**config.mk**
```make
export PLATFORM = sky130hd
export DESIGN_NAME = sfwd_engine
export DESIGN_NICKNAME = d
export VERILOG_FILES = /design/src/verilog/sfwd_pkg.sv /design/src/verilog/sfwd_crc_step.sv /design/src/verilog/sfwd_engine.sv
export SDC_FILE = /design/constraint.sdc
export NUM_CORES = 1
export LEC_CHECK = 0
export BUFFER_PORTS_ARGS = -buffer_cell sky130_fd_sc_hd__buf_2
export CELL_PAD_IN_SITES_DETAIL_PLACEMENT = 1
export CELL_PAD_IN_SITES_GLOBAL_PLACEMENT = 2
export CORE_AREA = 5 5 159 161
export CTS_CLUSTER_DIAMETER = 120
export DETAILED_ROUTE_END_ITERATION = 8
export DIE_AREA = 0 0 164 166
export GPL_TIMING_DRIVEN = 0
export PLACE_DENSITY = 0.88
export SLEW_MARGIN = 10
export SYNTH_ARGS = -nofsm -noshare
export SYNTH_HDL_FRONTEND = slang
export SYNTH_HIERARCHICAL = 1
export SYNTH_SLANG_ARGS = --single-unit
```
**constraint.sdc**
```tcl
create_clock -name sys_clk_i -period 2.9 [get_ports sys_clk_i]
set_input_delay 0.29 -clock sys_clk_i [delete_from_list [all_inputs] [get_ports sys_clk_i]]
set_output_delay 0.29 -clock sys_clk_i [all_outputs]
set_load 0.03 [all_outputs]
```
**src/verilog/sfwd_pkg.sv**
```systemverilog
package sfwd_pkg;

  // Register offsets on the register port
  localparam logic [7:0] SFWD_PORT_FWD_OFS   = 8'h20;
  localparam logic [7:0] SFWD_MODE_OFS       = 8'h21;
  localparam logic [7:0] SFWD_STATUS_OFS     = 8'h22;
  localparam logic [7:0] SFWD_TX_CTL_OFS     = 8'h33;

  // Values after reset: both ports disabled, forwarding and transmitter off
  localparam logic [7:0] SFWD_PORT_FWD_RST   = 8'h03;
  localparam logic [7:0] SFWD_MODE_RST       = 8'h00;
  localparam logic [7:0] SFWD_TX_CTL_RST     = 8'h00;

  // Synchronized forwarding mode codes
  localparam logic [7:0] SFWD_MODE_BASIC     = 8'h04;
  localparam logic [7:0] SFWD_MODE_ILV       = 8'h28;
  localparam logic [7:0] SFWD_MODE_CAT       = 8'h3C;

  // Field positions
  localparam int         SFWD_PORT_A_DIS_BIT = 0;
  localparam int         SFWD_PORT_B_DIS_BIT = 1;
  localparam int         SFWD_TX_EN_BIT      = 0;
  localparam int         SFWD_LANE_LSB       = 4;
  localparam int         SFWD_STAT_SYNC_BIT  = 0;
  localparam int         SFWD_STAT_LOST_BIT  = 1;
  localparam logic [2:0] SFWD_LANES_MAX      = 3'h4;

  // Packet kinds as they sit at a buffer head
  localparam logic [1:0] SFWD_KIND_FS        = 2'h0;
  localparam logic [1:0] SFWD_KIND_FE        = 2'h1;
  localparam logic [1:0] SFWD_KIND_LINE      = 2'h2;

  // Packet footer checksum, reflected form
  localparam logic [15:0] SFWD_CRC_SEED      = 16'hFFFF;
  localparam logic [15:0] SFWD_CRC_POLY      = 16'h8408;

  typedef enum logic [2:0] {
    ST_HUNT = 3'b001,
    ST_PAIR = 3'b010,
    ST_SEND = 3'b100
  } sfwd_fsm_type;

  // One byte of a packet at the head of a video buffer
  typedef struct packed {
    logic        valid;
    logic        sop;
    logic        eop;
    logic [1:0]  kind;
    logic [5:0]  dt;
    logic [15:0] wc;
    logic [7:0]  data;
  } sfwd_head_type;

  // One byte beat toward the transmitter
  typedef struct packed {
    logic        valid;
    logic        sop;
    logic        eop;
    logic [1:0]  kind;
    logic [1:0]  vc;
    logic [5:0]  dt;
    logic [15:0] wc;
    logic [7:0]  data;
    logic [15:0] crc;
  } sfwd_tx_type;

  typedef struct packed {
    sfwd_fsm_type fsm;
    logic         cur;
    logic         drop;
    logic         join_first;
    logic         join_second;
    logic         chain;
    logic         chain_drop;
    logic         pop_a;
    logic         pop_b;
    sfwd_tx_type  tx;
    logic [15:0]  crc;
    logic         synced;
    logic         lost;
    logic [7:0]   port_ctl;
    logic [7:0]   mode_ctl;
    logic [7:0]   tx_ctl;
    logic         tx_en;
    logic [2:0]   lanes;
    logic [7:0]   rdata;
  } sfwd_state_type;

endpackage
```
**src/verilog/sfwd_crc_step.sv**
```systemverilog
`timescale 1ns/100ps
module sfwd_crc_step
  import sfwd_pkg::*;
(
  input  wire logic [15:0] crc_i,
  input  wire logic [7:0]  data_i,
  output logic      [15:0] crc_o
);

  // One byte through the footer checksum, lsb first
  always_comb begin
    logic [15:0] c;
    c = crc_i;
    for (int i = 0; i < 8; i++) begin
      if (c[0] ^ data_i[i]) begin
        c = {1'b0, c[15:1]} ^ SFWD_CRC_POLY;
      end else begin
        c = {1'b0, c[15:1]};
      end
    end
    crc_o = c;
  end

endmodule

```
**src/verilog/sfwd_engine.sv**
```systemverilog
// How it works
// [RQ1] Basic mode: each sensor frame goes out whole, with own FS, lines, FE.
// [RQ2] On sync failure stop emitting and restart at the next frame start.
// [RQ3] While not synchronized every buffer packet is popped and thrown away; the code keeps frame starts and pops only used ports while enabled.
// [RQ4] Basic frame end order: A last line, B last line, A FE, B FE.
// [RQ5] Basic mode: each packet carries its own receive port's channel id.
// [RQ6] Receiver tells streams apart by frame order when channel ids match.
// [RQ7] Line interleave: one FS and FE per merged frame, port B's dropped.
// [RQ8] Line interleave: lines of each stream go out as separate packets.
// [RQ9] Line interleave: one common channel id, unchecked; receiver uses line order.
// [RQ10] Line concatenate: one FS and FE per frame, port B's dropped.
// [RQ11] Line concatenate: matching lines joined into one packet, A bytes first.
// [RQ12] Joined line gets new word count and checksum over the joined payload.
// [RQ13] Joined bytes follow each other with no padding between sensors.
// [RQ14] Line concatenate: all packets carry the lowest forwarded port's channel id.
// [RQ15] Receiver splits joined lines back by byte position.
// [RQ16] Mode register 0x21: 0x04 basic, 0x28 interleave, 0x3C concatenate.
// [RQ17] Writing 0x1 to 0x33 enables the transmitter with four lanes.
// [RQ18] Writing 0x00 to 0x20 enables forwarding from both ports.
// [RQ19] Sync packets and lines go out port 0 first, then port 1.
// [RQ20] Status shows synchronized; sync-lost flag clears when read.
// [RQ21] Sources must be line-aligned with identical frame geometry.
// [RQ22] Sync-lost flag sets in the cycle discarding starts.
`timescale 1ns/100ps
module sfwd_engine
  import sfwd_pkg::*;
(
  input  wire logic          sys_clk_i,
  input  wire logic          nrst_i,
  input  wire logic          reg_wr_i,
  input  wire logic          reg_rd_i,
  input  wire logic [7:0]    reg_addr_i,
  input  wire logic [7:0]    reg_wdata_i,
  output logic      [7:0]    reg_rdata_o,
  input  wire sfwd_head_type head_a_i,
  input  wire sfwd_head_type head_b_i,
  input  wire logic [1:0]    vc_a_i,
  input  wire logic [1:0]    vc_b_i,
  output logic               pop_a_o,
  output logic               pop_b_o,
  input  wire logic          tx_ready_i,
  output sfwd_tx_type        tx_o,
  output logic               synced_o,
  output logic               sync_lost_o,
  output logic               tx_enable_o,
  output logic      [2:0]    tx_lane_count_o
);

  sfwd_state_type s_reg;
  sfwd_state_type s_next;
  sfwd_head_type  hd;
  logic [15:0]    crc_in;
  logic [15:0]    crc_out;
  logic           use_a;
  logic           use_b;
  logic           mode_ok;
  logic           is_cat;
  logic           is_ilv;
  logic           en;
  logic           in_flight;
  logic           slot_free;
  logic           a_fs;
  logic           b_fs;
  logic [1:0]     first_kind;
  logic           act;

  // Head of the buffer being forwarded and checksum start point
  assign hd     = s_reg.cur ? head_b_i : head_a_i;
  assign crc_in = (hd.sop && !s_reg.join_second) ? SFWD_CRC_SEED : s_reg.crc;

  sfwd_crc_step u_crc (
    .crc_i  (crc_in),
    .data_i (hd.data),
    .crc_o  (crc_out)
  );

  // Decode of control and the handshake conditions
  always_comb begin
    use_a      = !s_reg.port_ctl[SFWD_PORT_A_DIS_BIT];          // [RQ18]
    use_b      = !s_reg.port_ctl[SFWD_PORT_B_DIS_BIT];          // [RQ18]
    is_cat     = s_reg.mode_ctl == SFWD_MODE_CAT;               // [RQ16]
    is_ilv     = s_reg.mode_ctl == SFWD_MODE_ILV;               // [RQ16]
    mode_ok    = is_cat || is_ilv || s_reg.mode_ctl == SFWD_MODE_BASIC;
    en         = s_reg.tx_en && mode_ok && (use_a || use_b);
    // A pop issued last cycle leaves a stale head for one cycle
    in_flight  = s_reg.pop_a || s_reg.pop_b;
    slot_free  = !s_reg.tx.valid || tx_ready_i;
    a_fs       = head_a_i.valid && head_a_i.sop && head_a_i.kind == SFWD_KIND_FS;
    b_fs       = head_b_i.valid && head_b_i.sop && head_b_i.kind == SFWD_KIND_FS;
    first_kind = use_a ? head_a_i.kind : head_b_i.kind;
    act        = s_reg.fsm == ST_SEND && en && hd.valid && !in_flight && (s_reg.drop || slot_free);
  end

  // Register port, forwarding engine and output beat
  always_comb begin
    s_next       = s_reg;
    s_next.pop_a = 1'b0;
    s_next.pop_b = 1'b0;
    s_next.rdata = 8'h00;
    if (tx_ready_i) begin
      s_next.tx.valid = 1'b0;
    end
    if (reg_wr_i) begin
      case (reg_addr_i)
        SFWD_PORT_FWD_OFS: s_next.port_ctl = reg_wdata_i;           // [RQ18]
        SFWD_MODE_OFS:     s_next.mode_ctl = reg_wdata_i;           // [RQ16]
        SFWD_TX_CTL_OFS: begin
          s_next.tx_ctl = reg_wdata_i;
          s_next.tx_en  = reg_wdata_i[SFWD_TX_EN_BIT];              // [RQ17]
          s_next.lanes  = SFWD_LANES_MAX - {1'b0, reg_wdata_i[SFWD_LANE_LSB +: 2]}; // [RQ17]
        end
        default: ;
      endcase
    end
    if (reg_rd_i) begin
      case (reg_addr_i)
        SFWD_PORT_FWD_OFS: s_next.rdata = s_reg.port_ctl;
        SFWD_MODE_OFS:     s_next.rdata = s_reg.mode_ctl;
        SFWD_TX_CTL_OFS:   s_next.rdata = s_reg.tx_ctl;
        SFWD_STATUS_OFS: begin
          s_next.rdata[SFWD_STAT_SYNC_BIT] = s_reg.synced;          // [RQ20]
          s_next.rdata[SFWD_STAT_LOST_BIT] = s_reg.lost;
          s_next.lost                      = 1'b0;                  // [RQ20]
        end
        default: ;
      endcase
    end
    case (s_reg.fsm)
      ST_HUNT: begin
        // Throw away everything up to a frame start on each used port
        if (en && !in_flight) begin
          if (use_a && head_a_i.valid && !a_fs) begin
            s_next.pop_a = 1'b1;                                    // [RQ3]
          end
          if (use_b && head_b_i.valid && !b_fs) begin
            s_next.pop_b = 1'b1;                                    // [RQ3]
          end
          if ((!use_a || a_fs) && (!use_b || b_fs)) begin
            s_next.fsm    = ST_PAIR;                                // [RQ2]
            s_next.synced = 1'b1;
          end
        end
      end
      ST_PAIR: begin
        if (en && !in_flight && (!use_a || head_a_i.valid) && (!use_b || head_b_i.valid)) begin
          if (use_a && use_b && (head_a_i.kind != head_b_i.kind || !head_a_i.sop || !head_b_i.sop)) begin
            // Heads out of step: drop sync, flag it in the same cycle
            s_next.fsm    = ST_HUNT;                                // [RQ2]
            s_next.synced = 1'b0;
            s_next.lost   = 1'b1;                                   // [RQ22]
          end else begin
            s_next.fsm         = ST_SEND;
            s_next.cur         = !use_a;                            // [RQ19]
            s_next.chain       = use_a && use_b;                    // [RQ1] [RQ4] [RQ8]
            s_next.drop        = 1'b0;
            s_next.chain_drop  = (is_ilv || is_cat) && first_kind != SFWD_KIND_LINE; // [RQ7] [RQ10]
            s_next.join_first  = is_cat && use_a && use_b && first_kind == SFWD_KIND_LINE; // [RQ11]
            s_next.join_second = 1'b0;
          end
        end
      end
      ST_SEND: begin
        if (act) begin
          if (s_reg.cur) begin
            s_next.pop_b = 1'b1;
          end else begin
            s_next.pop_a = 1'b1;
          end
          if (!s_reg.drop) begin
            s_next.tx.valid = 1'b1;
            s_next.tx.sop   = hd.sop && !s_reg.join_second;         // [RQ13]
            s_next.tx.eop   = hd.eop && !s_reg.join_first;          // [RQ11]
            s_next.tx.kind  = hd.kind;
            s_next.tx.dt    = hd.dt;
            s_next.tx.data  = hd.data;
            s_next.tx.crc   = crc_out;                              // [RQ12]
            s_next.crc      = crc_out;
            if (is_cat) begin
              s_next.tx.vc = use_a ? vc_a_i : vc_b_i;               // [RQ14]
            end else begin
              s_next.tx.vc = s_reg.cur ? vc_b_i : vc_a_i;           // [RQ5] [RQ9]
            end
            if (s_reg.join_first) begin
              s_next.tx.wc = 16'(head_a_i.wc + head_b_i.wc);        // [RQ12]
            end else if (s_reg.join_second) begin
              s_next.tx.wc = s_reg.tx.wc;
            end else begin
              s_next.tx.wc = hd.wc;
            end
          end
          if (hd.eop) begin
            if (s_reg.chain) begin
              // Port 1's packet follows port 0's
              s_next.cur         = 1'b1;                            // [RQ4] [RQ19]
              s_next.chain       = 1'b0;
              s_next.drop        = s_reg.chain_drop;                // [RQ7] [RQ10]
              s_next.join_second = s_reg.join_first;                // [RQ11]
              s_next.join_first  = 1'b0;
            end else begin
              s_next.fsm         = ST_PAIR;
              s_next.join_second = 1'b0;
            end
          end
        end
      end
      default: s_next.fsm = ST_HUNT;
    endcase
    // Off or unconfigured: hold buffers, forget sync
    if (!en) begin
      s_next.fsm    = ST_HUNT;
      s_next.synced = 1'b0;
    end
  end

  // State register
  always_ff @(posedge sys_clk_i) begin
    if (!nrst_i) begin
      s_reg          <= '0;
      s_reg.fsm      <= ST_HUNT;
      s_reg.port_ctl <= SFWD_PORT_FWD_RST;
      s_reg.mode_ctl <= SFWD_MODE_RST;
      s_reg.tx_ctl   <= SFWD_TX_CTL_RST;
      s_reg.lanes    <= SFWD_LANES_MAX;
      s_reg.crc      <= SFWD_CRC_SEED;
    end else begin
      s_reg <= s_next;
    end
  end

  // Outputs straight from the state register
  assign reg_rdata_o     = s_reg.rdata;
  assign pop_a_o         = s_reg.pop_a;
  assign pop_b_o         = s_reg.pop_b;
  assign tx_o            = s_reg.tx;
  assign synced_o        = s_reg.synced;
  assign sync_lost_o     = s_reg.lost;
  assign tx_enable_o     = s_reg.tx_en;
  assign tx_lane_count_o = s_reg.lanes;
endmodule

```
-- Word level (Yosys, flattened, before mapping)
Index checks and enable logic that the tools add are counted.
- add/subtract/negate cells: 2
- $mul: 0
- div/mod/pow operators: 0
- magnitude comparators: 0
- equal/unequal tests: 23
- shifts and indexed selects: 0
- multiplexer cells: 48
- bitwise gates (word level): 18
- reduce and logical (&&, ||, !) cells: 64
- operator list (kind ; number):
    16-bit 2-to-1 mux ; 11
    69-bit 2-to-1 mux ; 2
    71-bit 2-to-1 mux ; 1
    8-bit by 6-bit equality test with 1-bit output (second input constant) ; 6
    35-bit 2-to-1 mux ; 1
    1-bit logical AND ; 26
    2-bit NOT with 3-bit output ; 8
    2-bit inequality test (second input constant) ; 10
    6-bit one-hot mux with 3 select lines ; 1
    16-bit adder ; 1
    8-bit 2-to-1 mux ; 2
    3-bit 2-to-1 mux ; 5
    2-bit 2-to-1 mux ; 7
    1-bit logical OR ; 12
    6-bit AND reduction ; 2
    1-bit 2-to-1 mux ; 11
    1-bit logical NOT ; 10
    5-bit one-hot mux with 2 select lines ; 1
    2-bit AND reduction ; 5
    5-bit AND reduction ; 2
    9-bit 2-to-1 mux ; 1
    3-bit one-hot mux with 3 select lines ; 1
    8-bit by 3-bit equality test with 1-bit output (second input constant) ; 1
    2-bit one-hot mux with 4 select lines ; 1
    16 further kinds ; 27
- register bits: 118
- latch bits: 0
- RAM bits: 0
- bits in read-only memories: 0
- input port bits: 95
- output and inout port bits: 69
- memories kept: 0

-- Logic depth before layout (Yosys ltp)
Gate-level depths: netlist of run 1.
- depth in word-level cells: 22
- depth in mapped cells: 9

-- Modules after synthesis
The synthesis of run 1 kept the hierarchy.
- by module, submodules not included (module ; times used ; cells an instance ; area an instance (um2) ; sequential area each (um2)):
    sfwd_engine ; 1 ; 806 ; 6608.8 ; 2322.2
    sfwd_crc_step ; 1 ; 25 ; 380.4 ; 0.0

-- Worst setup path after synthesis of run 1
No wires, ideal clock.
- kind: reg-to-reg
- start point: register s_reg[114] in the netlist's numbering
- end point: register s_reg[41] in the netlist's numbering
- arrival: 2.009 ns
- required time: 2.763 ns
- setup slack: 0.755 ns
- stages on the path, launching flop included: 10
- buffers on the path: 2
- clock period less this slack: 2.145 ns
- path through: dfxtp_1 -> buf_2 -> mux2i_1 -> nor2_1 -> clkbuf_1 -> or2_2 -> xnor2_1 -> xnor3_1 -> nand2_1 -> nand3_1
- word-level cells in the longest chain between the ends: 13
- RTL lines (element ; RTL line ; RTL):
    start: declaration ; sfwd_engine.sv:49 ; sfwd_state_type s_reg;
    start signal: assignment ; sfwd_engine.sv:226 ; s_reg <= s_next;
    35-bit 2-to-1 mux (*) ; sfwd_engine.sv:68 ; assign hd = s_reg.cur ? head_b_i : head_a_i;
    1-bit logical AND (*) ; sfwd_engine.sv:69 ; assign crc_in = (hd.sop && !s_reg.join_second) ? SFWD_CRC_SEED : s_reg.crc;
    16-bit 2-to-1 mux (*) ; sfwd_engine.sv:69 ;
    via crc_in[7] ; sfwd_engine.sv:52 ; logic [15:0] crc_in;
    16-bit 2-to-1 mux (*) (3 in series) ; sfwd_crc_step.sv:15 ; if (c[0] ^ data_i[i]) begin
    2-bit NOT with 3-bit output (no line) ; n/a ;
    16-bit 2-to-1 mux (*) (4 in series) ; sfwd_crc_step.sv:15 ;
    1-bit bitwise XOR (*) ; sfwd_crc_step.sv:15 ;
    16-bit 2-to-1 mux (*) ; sfwd_crc_step.sv:15 ;
    via crc_out[3] ; sfwd_engine.sv:53 ; logic [15:0] crc_out;
The timed path passes the listed nets; every way through them passes the cells marked *.
A chain may end at the register's enable or synchronous reset.

-- Worst setup path after layout of run 1
Same ends and word-level chain as after synthesis.

==> key figures, run 1 <==
Setup path
  • Worst EP required: 3.15 ns
  • Crit-path max FO: 10
  • CP Cell Sequence: buf_2, mux2i_1, nor2_2, clkbuf_1, or2_2, xnor2_1, xnor3_1, nand2_1, nand3_1
  • Top delay family on crit path: XOR/XNOR gates
  • Worst Path Buf+Inv: 2
  • CP startpoint kind: flop
  • Peak per-stage delay on the critical path: 0.38 ns
  • Crit path DAT: ~3.0 ns
  • Crit Path Class: flop to flop
  • CP endpoint kind: flop
  • Crit path max-delay cell type: xnor3_1

Timing
  • RSZ-0062 raised after global routing: false
  • Final setup fails: 0
  • Hold_ws: roughly 0.16 ns
  • Fin crit period: 2.72 ns
  • Post-route setup TNS: 0 ns
  • Setup WS post-layout: 0.177 ns
  • Layout Skew: 0.0117 ns
  • Relative slew slack: 33.4%
  • Final worst-path cycle share: 93.9%
  • Slew Limit Fails: 0
  • Maximum clock rate: 367 MHz
  • Worst-margin pin slew: ~1 ns
  • Final Hold Fails: 0

Detailed routing
  • Post-DR vias/cell: 4.92
  • DRT iter0 DRCs: 300
  • Final wirelength: 24,600 um
  • DRC viols: 0
  • First drt pass iteration count: 5
  • Antenna viol nets, final: 0
  • Vias: 6,657
  • Avg WL per Cell: 18.2 um

Synth
  • Syn_nets: about 940
  • Seq cells post-synth: 116
  • Distinct cells, synth: 77
  • Synthesized area per cell: 8.41 sq um
  • Gate Count Post-Synth: 831
  • EDFF count, synth: 0
  • Synth Flop Type: dfxtp_1
  • Netlist Area Pre-Place: around 7000 sq um
  • Async SR Flop Fraction: 0%
  • Sequential share of the synthesized area: 33.2%
  • Synth warnings: 6

Floorplanning
  • Row count: 57
  • Die Ht: 166 um
  • Initial Util: about 30%
  • IO Pins: 164
  • Die width: 164 um
  • Die area: roughly 27,000 sq um
  • Core ar.: 23,800 sq um

Pwr
  • Clock network fraction of design power: 51.9%
  • Leakage: around 3.8 nW
  • Pwr/cell area: between 400 and 500 nW/um^2
  • VDD IR max: 0.000319 V
  • Seq pwr share: between 30% and 40%
  • Internal power: 3.18 mW
  • Psw: 1.03 mW
  • Sw Share: 24.4%
  • Combinational fraction of design power: 10.1%

Layout
  • # nets final: 1,125
  • # fillers: 2,926
  • Layout cells sized above 1: approximately a third
  • Commonest cells after routing, fill and taps aside: buf_2, nand2_1, dfxtp_1, buf_4, a21oi_1
  • Final Cell Area: 8830 sq um
  • Max FFs per register: 53
  • Syn-to-layout area delta: 26.3%
  • FF/Latch Area: around 2300 sq um
  • Commonest non-fill, non-tap cell in the layout: buf_2
  • Area of the multi-input gates: 3950 sq um

Hold path
  • Worst Hold Class: primary input to flop

Placed design
  • # port buffers: 163
  • Hpwl dp: approximately 19,000 um
  • Cell Area, Placed: 8210 sq um
  • Pre-CTS WS: 0.0494 ns
  • Gpl congestion: approximately 0.91

Run
  • Max Cap Viol: 0

CTS
  • Clock Latency Late Sink: 0.42 ns
  • CTS max path bufs: 2
  • H-tree Lvls: 4
  • CTS tree: built
  • Clock transition at the registers of the reported paths: 0.06 ns
  • Clk root buf: clkbuf_16
  • TritonCTS Buffers: 17
  • Post-CTS Hold Fix Bufs: 0
  • Clock sinks: 116

Global route
  • Initial antenna violation count: 2
  • Number of global-route vias before repair: 6,906
  • Gr ovfl total: 0
  • Tot GR Track Use: 17.8%
  • First-pass GRT wire length: about 38,000 um
  • Largest net degree at the start of global routing: 17

Status
  • Status: complete, no violations
## power by group through the flow
| stage | Combinational (mW) | Sequential (mW) | Clock, mW |
|---|---|---|---|
| after floorplan | 0.257 | 1.63 | 0 |
| after global routing | 0.467 | 1.59 | 2.30 |
| after CTS | 0.427 | 1.59 | 2.23 |
| after global placement | 0.419 | 1.63 | 0 |
| after detailed placement | 0.424 | 1.63 | 0 |
| final | 0.427 | 1.59 | 2.18 |
## timing repair
action | in CTS | in global routing
buffers inserted | 0 | 0
endpoints found under the setup margin | 0 | 4
resized for setup | 0 | 4
## cell families (layout without fill, tap and decap cells)
logic type	after synthesis	after routing	synth area share, %
flops	116	116	33.2
compound gates	182	182	17.5
buf+inv	121	316	10.4
other cells	0	2	0
mux	52	52	7.77
simple gates	307	307	21.1
fa+ha+maj	17	17	3.15
xor+xnor	36	36	6.89
## final cells by class
type | count | area share, %
plain buffers | 106 | 7.58
flip-flops and latches | 116 | 26.3
inverters | 15 | 0.638
clock inverters | 12 | 1.74
well taps | 324 | 4.59
repair buffers | 163 | 9.24
clock buffers | 20 | 5.17
diodes | 2 | 0.0567
multi-input cells | 594 | 44.7
## tightest hold or removal path: stages
cell and delay [ns]:
buf_2 0.12, nand3_1 0.06, a21oi_1 0.05
## stage by stage
step	std cells	util (%)	total power [mW]
2_1_floorplan	831	-	1.89
3_3_place_gp	1318	34.5	2.05
3_5_place_dp	1318	34.5	2.05
4_1_cts	1350	37.0	4.25
5_1_grt	1352	37.1	4.36
6_report	1352	37.1	4.20
## synthesized netlist by cell type, drive strengths merged (5+ instances only)
library cell  number  area share [%]
nand2            122             6.6
dfxtp            116              33
buf               83             8.3
a21oi             65             4.7
nand3             56             4.0
nor2              53             2.8
mux2i             34             4.9
clkbuf            23             1.2
or2               19             1.7
xnor2             19             2.8
a211oi            18             1.9
mux2              18             2.9
nor2b             17             1.5
ha                16             2.9
o21ai             16             1.1
inv               15            0.81
a31oi             13             1.2
nor3              10            0.79
xor2               8             1.0
a21o               7            0.75
a22oi              7            0.75
o21a               7            0.75
a21boi             5            0.54
o31ai              5            0.54
xnor3              5             1.6
## worst paths after layout
kind / startpoint / endpoint / slack, ns / cells after the start
setup / recovery: s_reg[114] / s_reg[41] / 0.18 / 9
hold / removal: reg_wdata_i[7] / s_reg[19] / 0.16 / 3
setup reg to reg: s_reg[114] / s_reg[41] / 0.18 / 9
hold reg to reg: tx_o[21] / tx_o[21] / 0.45 / 2
## routing by layer
layer	wire length (um)	global-route usage [%]	share of wire (%)
met3	1100	3.40	4.5
met4	432	5.47	1.8
met5	0	0	0
met2	12000	30.1	49
met1	11000	22.7	45
Power figures use the tool's default switching activity.
==> run 2: changes to the inputs <==
PLACE_DENSITY = default   (was 0.88)
PLACE_DENSITY_LB_ADDON = 0.12   (was default)
==> run 2 against run 1 <==
Worst hold slack worse by 0.014 ns. Sequential power is essentially flat. Largest power group unchanged. Critical path depth down 2. Combinational power is 1% lower. Sequential cell count did not move. Via count down 2.0%. Setup slack better by 0.097 ns. Global-route usage rose by 0.38 points. Power grew 1.1%.
==> key figures, run 2 (same netlist as run 1, synthesis figures left out) <==
Layout
  • Syn-to-layout area delta: 26.7%
  • Final Util: 37.2%
  • Ant. Diodes: 0
  • Layout cells sized above 1: 32.1%
  • # fillers: 2,910
  • Max FFs per register: 53
  • Final Cell Area: just under 9000 sq um
  • Commonest cells after routing, fill and taps aside: buf_2, nand2_1, dfxtp_1, buf_4, a21oi_1
  • # nets final: 1,125
  • Commonest non-fill, non-tap cell in the layout: buf_2

Detailed routing
  • First drt pass iteration count: 5
  • Final wirelength: 24,300 um
  • Vias: 6,526
  • Avg WL per Cell: 18.0 um
  • Post-DR vias/cell: around 4.8
  • DRT iter0 DRCs: roughly 280
  • DRC viols: 0
  • Antenna viol nets, final: 0

Floorplanning
  • Die area: 27,200 sq um
  • IO Pins: 164
  • Die Ht: 166 um
  • Row count: 57
  • Core ar.: 23,800 sq um
  • Initial Util: 29.3%
  • Die width: ~160 um

Timing
  • Final worst-path cycle share: 90.6%
  • Post-route setup TNS: 0 ns
  • Relative slew slack: 33.5%
  • Final Hold Fails: 0
  • RSZ-0062 raised after global routing: false
  • Layout Skew: 0.0108 ns
  • Slew Limit Fails: 0
  • Worst-margin pin slew: 0.997 ns
  • Fin crit period: 2.63 ns
  • Final setup fails: 0
  • Maximum clock rate: 381 MHz

CTS
  • Clock sinks: between 100 and 150
  • Clock Latency Late Sink: between 0.4 and 0.5 ns
  • Post-CTS Hold Fix Bufs: 0
  • Clock transition at the registers of the reported paths: approximately 0.060 ns
  • Postcts setup bufs: 0
  • TritonCTS Buffers: 17
  • CTS tree: built
  • CTS max path bufs: 2
  • Clk root buf: clkbuf_16
  • H-tree Lvls: 4

Placed design
  • Hpwl dp: 19,100 um
  • Gpl congestion: 0.840
  • Cell Area, Placed: 8210 sq um
  • # port buffers: approximately 160

Pwr
  • Pwr/cell area: 480 nW/um^2
  • Leakage: 3.81 nW
  • VDD IR max: 0.000335 V

Setup path
  • CP endpoint kind: flop
  • CP startpoint kind: flop
  • Crit Path Class: flop to flop
  • Crit path DAT: 2.89 ns
  • Crit-path max FO: 10
  • Worst EP required: 3.17 ns

Global route
  • First-pass GRT wire length: 38,500 um
  • Initial antenna violation count: 0
  • Gr ovfl total: 0
  • Largest net degree at the start of global routing: 17
  • Tot GR Track Use: 18.1%
  • Number of global-route vias before repair: 6,890

Status
  • Status: complete, no violations

Hold path
  • Worst Hold Class: primary input to flop

Run
  • Max Cap Viol: 0
==> run 2: cell count changes in the layout (fill, tap and decap cells not counted) <==
cell      change
clkbuf_1      -1
buf_2         -1
xnor2_1       -2
mux2i_2       +1
diode_2       -2
inv_6         +3
xnor2_2       +2
clkinv_2      -2
mux2i_1       -1
clkbuf_4      +1
==> run 2: worst max-delay path, cell delays in order (launching register included) <==
cell and delay (ns):
dfxtp_1 0.30, clkbuf_4 0.25, buf_2 0.37, mux2_2 0.43, xnor2_2 0.42, xor3_4 0.48, nand2_1 0.12, nand3_1 0.09
==> run 2: final timing paths <==
check	from	end	slack, ns	depth (start not counted)
worst min register to register	tx_o[10]	tx_o[10]	0.45	2
worst max-delay path	s_reg[114]	s_reg[39]	0.27	7
worst max register to register	s_reg[114]	s_reg[39]	0.27	7
worst min-delay path	reg_wdata_i[6]	s_reg[18]	0.14	3
==> run 2: power by group <==
group	internal (mW)	leakage, nW	total, mW	switching (mW)
clock	1.41	0.297	2.23	0.825
sequential	1.59	0.935	1.59	0.000422
combinational	0.187	2.58	0.421	0.234
total	3.19	3.81	4.25	1.06
==> run 2: layout make-up <==
cell class	instances	area, sq um	share of cell area, %
repair buffers	163	816	9.21
multi-input cells	594	3960	44.7
flip-flops and latches	116	2320	26.2
plain buffers	106	672	7.58
well taps	324	405	4.58
clock inverters	13	170	1.92
inverters	15	56.3	0.636
clock buffers	19	453	5.11
==> run 2: timing repair <==
item                                    in CTS  in global routing
gates resized for setup                      2                  6
pin swaps                                    0                  0
endpoints found under the setup margin       4                  4
==> run 2: through the flow <==
step / total power, mW / setup WS, ns / cells / hold WS, ns
2_1_floorplan: 1.89 / 0.755 / 831 / 0.432
3_3_place_gp: 2.05 / -0.0326 / 1318 / 0.441
3_5_place_dp: 2.05 / -0.0477 / 1318 / 0.445
4_1_cts: 4.31 / 0.00167 / 1350 / 0.126
5_1_grt: 4.43 / 0.0542 / 1350 / 0.136
6_report: 4.25 / 0.274 / 1350 / 0.145
==> run 2: metal layers <==
metal  vias to the layer above  share of wire, %  global-route usage, %
met4                         0              0.85                   3.76
li1                       3244                 -                      -
met3                        19               4.1                   3.65
met1                      3143                48                   24.9
met5                         -                 0                      0
met2                       120                47                   29.6
